## src/dcbf_pkg.sv

```systemverilog
// ****************************************************************
// Shared constants and carrier types for the byte queue
// ****************************************************************
package dcbf_pkg;

  // ****************************************************************
  // Sizes and flag thresholds
  // ****************************************************************
  localparam int DATA_W     = 8;   // Width of both data paths
  localparam int DEPTH_DEF  = 64;  // Default storage depth
  localparam int AE_LEVEL   = 7;   // Almost empty while count is at most this
  localparam int AF_MARGIN  = 7;   // Almost full while count is within this of depth
  localparam int CORE_CLK_PERIOD_NS = 100;  // Core clock period

  // ****************************************************************
  // Carrier types
  // ****************************************************************
  // Sampled write-side pins
  typedef struct packed {
    logic              clk;
    logic              en_n;
    logic [DATA_W-1:0] data;
  } dcbf_wpin_s;

  // Sampled read-side pins
  typedef struct packed {
    logic clk;
    logic en_n;
    logic oe_n;
  } dcbf_rpin_s;

  // Status flags, all active low
  typedef struct packed {
    logic full_n;
    logic afull_n;
    logic aempty_n;
    logic empty_n;
  } dcbf_flags_s;

  // Occupancy of the two-entry buffer, Gray coded
  typedef enum logic [1:0] {
    SK_EMPTY = 2'h0,
    SK_ONE   = 2'h1,
    SK_TWO   = 2'h3
  } dcbf_skid_e;

  // ****************************************************************
  // Values after reset
  // ****************************************************************
  localparam dcbf_wpin_s  WPIN_RST  = '{clk: 1'b1, en_n: 1'b1, data: 8'h00};
  localparam dcbf_rpin_s  RPIN_RST  = '{clk: 1'b1, en_n: 1'b1, oe_n: 1'b1};
  localparam dcbf_flags_s FLAGS_RST = '{full_n: 1'b1, afull_n: 1'b1,
                                        aempty_n: 1'b0, empty_n: 1'b0};
  localparam logic [DATA_W-1:0] OUT_DATA_RST = 8'h00;
  localparam logic              CLR_SYNC_RST = 1'b1;

endpackage

```

## src/dcbf_fifo.sv

```systemverilog
`timescale 1ns/10ps
// Summary of operation
// - Clear input held low returns write and read pointers to location zero.
// - After clear, full and almost-full flags read high.
// - After clear, empty and almost-empty flags read low.
// - Clear zeroes every bit of the output register.
// - Write and read data paths are eight bits wide.
// - Writes start on write clock rising edges; full flags change only there.
// - Write enable low at a write edge captures the input byte.
// - Bytes are stored in arrival order, independent of reads.
// - Write enable high leaves the input register unchanged.
// - Full flag low; write enable ignored so nothing overflows.
// - After a read on a full queue, full releases at a write edge.
// - Read data moves on read edges; empty flags change only there.
// - Read enable low at a read edge loads the next byte out.
// - Read enable high leaves the output register unchanged.
// - All data read: empty flag low, read enable ignored.
// - After a write into an empty queue, empty releases at a read edge.
// - Output enable low drives the bus; high releases it.
// - Works with unrelated or identical write and read clocks.
// - Empty flag asserts when no words remain stored.
// - Full flag asserts when stored count equals depth.
// - Almost-full asserts while count is within seven of depth.
// - Almost-empty low while at most seven words are stored.
module dcbf_fifo
  import dcbf_pkg::*;
#(
  parameter int DEPTH = DEPTH_DEF
) (
  input  wire logic              core_clk,
  input  wire logic              rst,
  input  wire logic              clear_n,
  input  wire logic              write_clk,
  input  wire logic              write_en_n,
  input  wire logic [DATA_W-1:0] write_data,
  input  wire logic              read_clk,
  input  wire logic              read_en_n,
  input  wire logic              output_en_n,
  output logic [DATA_W-1:0]      read_data,
  output logic                   read_data_oe_n,
  output logic                   full_flag_n,
  output logic                   almost_full_n,
  output logic                   empty_flag_n,
  output logic                   almost_empty_n
);

  // ****************************************************************
  // Sizes and elaboration checks
  // ****************************************************************
  localparam int AW = $clog2(DEPTH);
  localparam int CW = AW + 1;
  localparam logic [CW-1:0] FULL_CNT  = CW'(DEPTH);
  localparam logic [CW-1:0] AFULL_CNT = CW'(DEPTH - AF_MARGIN);
  localparam logic [CW-1:0] AEMPTY_CNT = CW'(AE_LEVEL);
  localparam logic [CW-1:0] ZERO_CNT  = '0;

  if ((DEPTH < 16) || ((1 << AW) != DEPTH)) begin : g_bad_depth
    $error("dcbf_fifo: depth must be a power of two of at least 16");
  end

  // ****************************************************************
  // State
  // ****************************************************************
  typedef struct packed {
    dcbf_wpin_s                   wp_s1;
    dcbf_wpin_s                   wp_s2;
    dcbf_wpin_s                   wp_d;
    dcbf_rpin_s                   rp_s1;
    dcbf_rpin_s                   rp_s2;
    dcbf_rpin_s                   rp_d;
    logic                         clr_s1;
    logic                         clr_s2;
    logic [DATA_W-1:0]            in_reg;
    logic [DEPTH-1:0][DATA_W-1:0] mem;
    logic [CW-1:0]                wr_ptr;
    logic [CW-1:0]                rd_ptr;
    logic [CW-1:0]                cnt;
    dcbf_flags_s                  flags;
    logic [DATA_W-1:0]            out_data;
    logic                         out_oe_n;
  } dcbf_st_s;

  dcbf_st_s          st_r;
  dcbf_st_s          st_nxt;
  logic              clr_act;
  logic              wr_edge;
  logic              rd_edge;
  logic              wr_go;
  logic              rd_go;
  logic              arr_valid;
  logic              skid_in_ready;
  logic              skid_out_valid;
  logic [DATA_W-1:0] skid_out_data;
  logic              prefetch;
  logic [CW-1:0]     cnt_nxt;

  // ****************************************************************
  // Events seen on the synchronised pins
  // ****************************************************************
  // Rising edges found after two sync stages; enables come from the sample before
  assign clr_act  = ~st_r.clr_s2;
  assign wr_edge  = st_r.wp_s2.clk & ~st_r.wp_d.clk;
  assign rd_edge  = st_r.rp_s2.clk & ~st_r.rp_d.clk;
  // Writes refused while the full flag is low
  assign wr_go    = wr_edge & ~st_r.wp_d.en_n & st_r.flags.full_n & ~clr_act;
  // Reads refused while the empty flag is low
  assign rd_go    = rd_edge & ~st_r.rp_d.en_n & st_r.flags.empty_n & skid_out_valid
                    & ~clr_act;
  // Array head moves into the buffer whenever the buffer has room
  assign arr_valid = (st_r.wr_ptr != st_r.rd_ptr);
  assign prefetch  = arr_valid & skid_in_ready & ~clr_act;
  // Count of words held anywhere in the queue
  assign cnt_nxt   = st_r.cnt + CW'(wr_go) - CW'(rd_go);

  // ****************************************************************
  // Prefetch buffer between array and output register
  // ****************************************************************
  dcbf_skid #(
    .W         (DATA_W)
  ) u_skid (
    .core_clk  (core_clk),
    .rst       (rst),
    .flush     (clr_act),
    .in_valid  (arr_valid),
    .in_ready  (skid_in_ready),
    .in_data   (st_r.mem[st_r.rd_ptr[AW-1:0]]),
    .out_valid (skid_out_valid),
    .out_ready (rd_go),
    .out_data  (skid_out_data)
  );

  // ****************************************************************
  // Next state
  // ****************************************************************
  always_comb begin
    st_nxt = st_r;
    // Pin synchronisers, single clock for both ports
    st_nxt.wp_s1  = '{clk: write_clk, en_n: write_en_n, data: write_data};
    st_nxt.wp_s2  = st_r.wp_s1;
    st_nxt.wp_d   = st_r.wp_s2;
    st_nxt.rp_s1  = '{clk: read_clk, en_n: read_en_n, oe_n: output_en_n};
    st_nxt.rp_s2  = st_r.rp_s1;
    st_nxt.rp_d   = st_r.rp_s2;
    st_nxt.clr_s1 = clear_n;
    st_nxt.clr_s2 = st_r.clr_s1;
    // Output drive follows the output enable
    st_nxt.out_oe_n = st_r.rp_s2.oe_n;
    // Write port: capture and store in order
    if (wr_go) begin
      st_nxt.in_reg = st_r.wp_d.data;
      st_nxt.mem[st_r.wr_ptr[AW-1:0]] = st_r.wp_d.data;
      st_nxt.wr_ptr = st_r.wr_ptr + CW'(1);
    end
    // Array head into the prefetch buffer
    if (prefetch) begin
      st_nxt.rd_ptr = st_r.rd_ptr + CW'(1);
    end
    st_nxt.cnt = cnt_nxt;
    // Read port: load the next byte into the output register
    if (rd_go) begin
      st_nxt.out_data = skid_out_data;
    end
    // Write-side flags change only at write edges
    if (wr_edge) begin
      st_nxt.flags.full_n  = (cnt_nxt != FULL_CNT);
      st_nxt.flags.afull_n = (cnt_nxt < AFULL_CNT);
    end
    // Read-side flags change only at read edges
    if (rd_edge) begin
      st_nxt.flags.empty_n  = (cnt_nxt != ZERO_CNT);
      st_nxt.flags.aempty_n = (cnt_nxt > AEMPTY_CNT);
    end
    // Clear pin held low
    if (clr_act) begin
      st_nxt.wr_ptr   = '0;
      st_nxt.rd_ptr   = '0;
      st_nxt.cnt      = '0;
      st_nxt.flags    = FLAGS_RST;
      st_nxt.out_data = OUT_DATA_RST;
    end
  end

  // ****************************************************************
  // State register
  // ****************************************************************
  always_ff @(posedge core_clk or posedge rst) begin
    if (rst) begin
      st_r          <= '0;
      st_r.wp_s1    <= WPIN_RST;
      st_r.wp_s2    <= WPIN_RST;
      st_r.wp_d     <= WPIN_RST;
      st_r.rp_s1    <= RPIN_RST;
      st_r.rp_s2    <= RPIN_RST;
      st_r.rp_d     <= RPIN_RST;
      st_r.clr_s1   <= CLR_SYNC_RST;
      st_r.clr_s2   <= CLR_SYNC_RST;
      st_r.flags    <= FLAGS_RST;
      st_r.out_data <= OUT_DATA_RST;
      st_r.out_oe_n <= 1'b1;
    end else begin
      st_r <= st_nxt;
    end
  end

  // ****************************************************************
  // Outputs, all straight from flip-flops
  // ****************************************************************
  assign read_data      = st_r.out_data;
  assign read_data_oe_n = st_r.out_oe_n;
  assign full_flag_n    = st_r.flags.full_n;
  assign almost_full_n  = st_r.flags.afull_n;
  assign empty_flag_n   = st_r.flags.empty_n;
  assign almost_empty_n = st_r.flags.aempty_n;
endmodule

```

## src/dcbf_skid.sv

```systemverilog
`timescale 1ns/10ps
// ****************************************************************
// Two-entry buffer with valid and ready on both sides
// ****************************************************************
module dcbf_skid
  import dcbf_pkg::*;
#(
  parameter int W = DATA_W
) (
  input  wire logic         core_clk,
  input  wire logic         rst,
  input  wire logic         flush,
  input  wire logic         in_valid,
  output logic              in_ready,
  input  wire logic [W-1:0] in_data,
  output logic              out_valid,
  input  wire logic         out_ready,
  output logic [W-1:0]      out_data
);

  if (W < 1) begin : g_bad_width
    $error("dcbf_skid: width must be at least one");
  end

  typedef struct packed {
    dcbf_skid_e   state;
    logic [W-1:0] head;
    logic [W-1:0] tail;
  } dcbf_skid_st_s;

  dcbf_skid_st_s st_r;
  dcbf_skid_st_s st_nxt;
  logic          push;
  logic          pop;

  // Handshake terms
  assign in_ready  = (st_r.state != SK_TWO);
  assign out_valid = (st_r.state != SK_EMPTY);
  assign out_data  = st_r.head;
  assign push      = in_valid & in_ready;
  assign pop       = out_valid & out_ready;

  // Next occupancy and contents
  always_comb begin
    st_nxt = st_r;
    unique case (st_r.state)
      SK_EMPTY: begin
        if (push) begin
          st_nxt.head  = in_data;
          st_nxt.state = SK_ONE;
        end
      end
      SK_ONE: begin
        if (push && pop) begin
          st_nxt.head = in_data;
        end else if (push) begin
          st_nxt.tail  = in_data;
          st_nxt.state = SK_TWO;
        end else if (pop) begin
          st_nxt.state = SK_EMPTY;
        end
      end
      SK_TWO: begin
        if (pop) begin
          st_nxt.head  = st_r.tail;
          st_nxt.state = SK_ONE;
        end
      end
      default: begin
        st_nxt.state = SK_EMPTY;
      end
    endcase
    if (flush) begin
      st_nxt.state = SK_EMPTY;
    end
  end

  // State register
  always_ff @(posedge core_clk or posedge rst) begin
    if (rst) begin
      st_r <= '0;
    end else begin
      st_r <= st_nxt;
    end
  end

endmodule

```

## config.mk

```make
export PLATFORM = sky130hd
export DESIGN_NAME = dcbf_fifo
export DESIGN_NICKNAME = d
export VERILOG_FILES = /design/src/dcbf_pkg.sv /design/src/dcbf_fifo.sv /design/src/dcbf_skid.sv
export SDC_FILE = /design/constraint.sdc
export NUM_CORES = 1
export LEC_CHECK = 0
export ABC_AREA = 1
export BUFFER_PORTS_ARGS = -buffer_cell sky130_fd_sc_hd__buf_4
export CAP_MARGIN = 10
export CORE_ASPECT_RATIO = 0.6
export CORE_MARGIN = 10
export CORE_UTILIZATION = 50
export DETAILED_ROUTE_END_ITERATION = 10
export PLACE_DENSITY = 0.65
export RECOVER_POWER = 25
export SLEW_MARGIN = 10
export SYNTH_ARGS = -nofsm -noshare
export SYNTH_HDL_FRONTEND = slang
export SYNTH_HIERARCHICAL = 1
export SYNTH_SLANG_ARGS = --single-unit
```

## constraint.sdc

```tcl
create_clock -name core_clk -period 22 [get_ports core_clk]
set_input_delay 1.1 -clock core_clk [delete_from_list [all_inputs] [get_ports core_clk]]
set_output_delay 1.1 -clock core_clk [all_outputs]
set_load 0.005 [all_outputs]
```

==> results.json <==
{
  "min-delay-path-class": "reg -> reg",
  "antenna_found_initial": 2,
  "cp_slowest_stage_delay_ns": 2.97,
  "rows": 67,
  "slew_headroom": -2.574,
  "total_power_w": 0.002935,
  "fin_ws_ns": 13.76,
  "synth_seq_cells": 604,
  "gp_congestion": 0.9144,
  "peakVddDrop_uv": 60.45,
  "synth_top_area_share": 0.5108,
  "end_kind": "async pin",
  "routed_via_density": 5.368,
  "ys_seq_area_frac": 0.5282,
  "status": "complete, but fails checks",
  "pin_count": 29,
  "postCtsHoldBufs": 0,
  "cts_sinks": 604,
  "wirelength_um": 81780,
  "clockRootBuffer": "clkbuf_16",
  "htreeDepth": 2,
  "post-route-period-util": 0.3748,
  "die_height_um": 205.4,
  "gr-total-overflow": 0,
  "cp_slowest_cell": "clkinvlp_2",
  "reg2reg_from": "st_r[554]$_DFF_PP1_",
  "antennaDiodeCount": 0,
  "path_cells": "clkbuf_4 -> clkinvlp_2 -> clkbuf_1 -> buf_4 -> buf_12",
  "post-route-min-period_ns": 8.245,
  "start_util": 0.5095,
  "rsz0062_at_grt": "false",
  "worstSetupPathType": "in -> async",
  "r2r-end": "full_flag_n$_DFFE_PP1P_",
  "worstPathArrival_ns": 8.83,
  "cp-start-kind": "primary input",
  "dp_cells": 4271,
  "grt_pass1_vias": 21670,
  "hp-start": "st_nxt[567]$_DFF_PP0_",
  "drc": 0,
  "tns_ns": 0,
  "port_buffers": 28,
  "track_usage": 0.2427,
  "drv_cap": 5,
  "grt_max_degree": 177,
  "avgSynthCellArea_um2": 7.752,
  "max_clock_freq_mhz": 121.3,
  "wire_per_inst_um": 18.70,
  "ant_nets": 0,
  "syn_to_final_growth_pct": 7.680,
  "post-place-ws_ns": 17.42,
  "p_sw_frac": 0.3384,
  "p_leak_nw": 14.57,
  "cts_setup_buffers": 0,
  "power.density_nw_per_um2": 95.12,
  "synthArstFlopShare": 1.000,
  "cp-startpoint": "rst",
  "place_hpwl_um": 50140,
  "rr_worst_depth": 12,
  "setup_viol": 0,
  "instances_no_fill": 4374,
  "power.share.clock": 0.360,
  "drtPass1Iterations": 6,
  "maxSlewViolCount": 206,
  "fp.dieW_um": 329.1,
  "synth-edff-count": 0,
  "cp_max_fo": 176,
  "yosysWarnings": 6,
  "violations": "max-capacitance violations, max-slew violations",
  "clk_latency_ns": 0.62,
  "cts_resized": 0,
  "cp.required_ns": 22.59,
  "routed-via-count": 23480,
  "syn-cell-area_um2": 28660,
  "nets": 3602,
  "layout-drive-gt1-share": 0.05947,
  "netlist_top_cells_count": "1346 x nand2_1, 585 x dfrtp_1, 535 x o21ai_0",
  "synth_fp_nets": 3729,
  "fin_skew_ns": 0.02872,
  "grt_pass1_wl_um": 130000,
  "synth-main-ff-cell": "dfrtp_1",
  "drt_iter0_markers": 2810,
  "power.internal_w": 0.001942,
  "hold_violations": 0,
  "rrSetupSlack_ns": 16.92,
  "post-synth-top-area-cell": "dfrtp_1",
  "synthTopCellsByArea": "dfrtp_1 51%, nand2_1 18%, o21ai_0 9.3%",
  "coreArea_um2": 56250,
  "cts_buffers": 56,
  "worstMarginPinSlew_ns": 5.332,
  "cts_tree": "built",
  "p_sw_w": 0.0009934,
  "cts.clk_slew.worst_paths_ns": 0.06,
  "synth_cell_types": 38,
  "seq_power_share": 0.408,
  "yosysMostFrequentCell": "nand2_1",
  "cp-endpoint": "st_r[527]$_DFFE_PP0P_",
  "clock_path_buffers": 3,
  "p_comb_frac": 0.233,
  "die-area_um2": 67610,
  "syn_inst": 3697
}
-- metrics by stage --
step | hold slack [ns] | util | instance area (um2)
after global routing | 0.3519 | 0.5486 | 30860
after CTS | 0.3457 | 0.5500 | 30940
after floorplan | 0.3312 | - | 28660
final | 0.3395 | 0.5486 | 30860
after detailed placement | 0.3347 | 0.5146 | 28950
after global placement | 0.3317 | 0.5146 | 28950
-- power by group through the flow --
stage	Clock [W]	Sequential, W	Combinational (W)
2_1_floorplan	0	0.00118	0.000500
3_3_place_gp	0	0.00121	0.000663
3_5_place_dp	0	0.00121	0.000667
4_1_cts	0.00107	0.00119	0.000670
5_1_grt	0.00112	0.00120	0.000760
6_report	0.00106	0.00120	0.000683
-- logic make-up after synthesis --
logic type | share of synthesized area
AO/OA/AOI/OAI | 0.1143
adder cells (fa/ha/maj) | 0.007248
buffers and inverters | 0.08138
AND/OR/NAND/NOR | 0.2651
XOR/XNOR | 0.003668
flip-flops | 0.5282
-- placed cells by master, fill, tap and decap left out, types with 3 or more instances in the layout --
master	instances
a21oi_1	22
buf_4	24
bufinv_16	7
clkbuf_1	9
clkbuf_16	57
clkbuf_4	25
clkbuf_8	18
clkinv_1	6
clkinv_2	9
dfrtp_1	583
dfstp_1	4
dfstp_2	15
ha_1	15
inv_1	303
inv_2	11
inv_6	4
nand2_1	1346
nand2_2	5
nand3_1	275
nand4_1	12
nor2_1	185
nor2_2	3
nor2_4	5
nor3_1	7
nor4_2	3
o21ai_0	544
o21ai_1	71
o21ai_2	8
or2_2	6
xnor2_1	3
xor2_1	9
-- per-layer routing --
layer  track usage  share of wire  up-vias
met2        0.3145           0.37      898
li1              -              -    11380
met3       0.07391           0.11      100
met4       0.03933          0.014        4
met5             0        0.00029        -
met1        0.3892           0.50    11100
-- layout make-up --
cell class	instances	area, um2
inverters	323	1226
fillers	5289	25390
clock inverters	21	292.8
well taps	759	949.7
repair buffers	53	415.4
clock buffers	82	1700
flip-flops and latches	604	15150
multi-input cells	2532	11130
-- flip-flops by register name, indices dropped and copies added, names as in the netlist --
register         count
almost_empty_n       1
almost_full_n        1
empty_flag_n         1
full_flag_n          1
read_data            8
read_data_oe_n       1
st_nxt              27
st_r               546
u_skid/out_data      8
u_skid/st_r         10
-- critical path: cells and delay by family --
family	cells	cell delay (ns)
buffers and inverters	5	7.52
-- worst min path at each step --
stage | cells past startpoint | slack (ns) | endpoint
after floorplan | 0 | 0.33 | st_nxt[565]$_DFF_PP0_
after global placement | 0 | 0.33 | st_r[565]$_DFF_PP0_
after detailed placement | 0 | 0.33 | st_r[567]$_DFF_PP0_
after CTS | 0 | 0.35 | st_r[567]$_DFF_PP0_
after global routing | 0 | 0.35 | st_r[570]$_DFF_PP0_
final | 0 | 0.34 | st_r[567]$_DFF_PP0_
No activity file was read; power rests on OpenSTA's default activity.
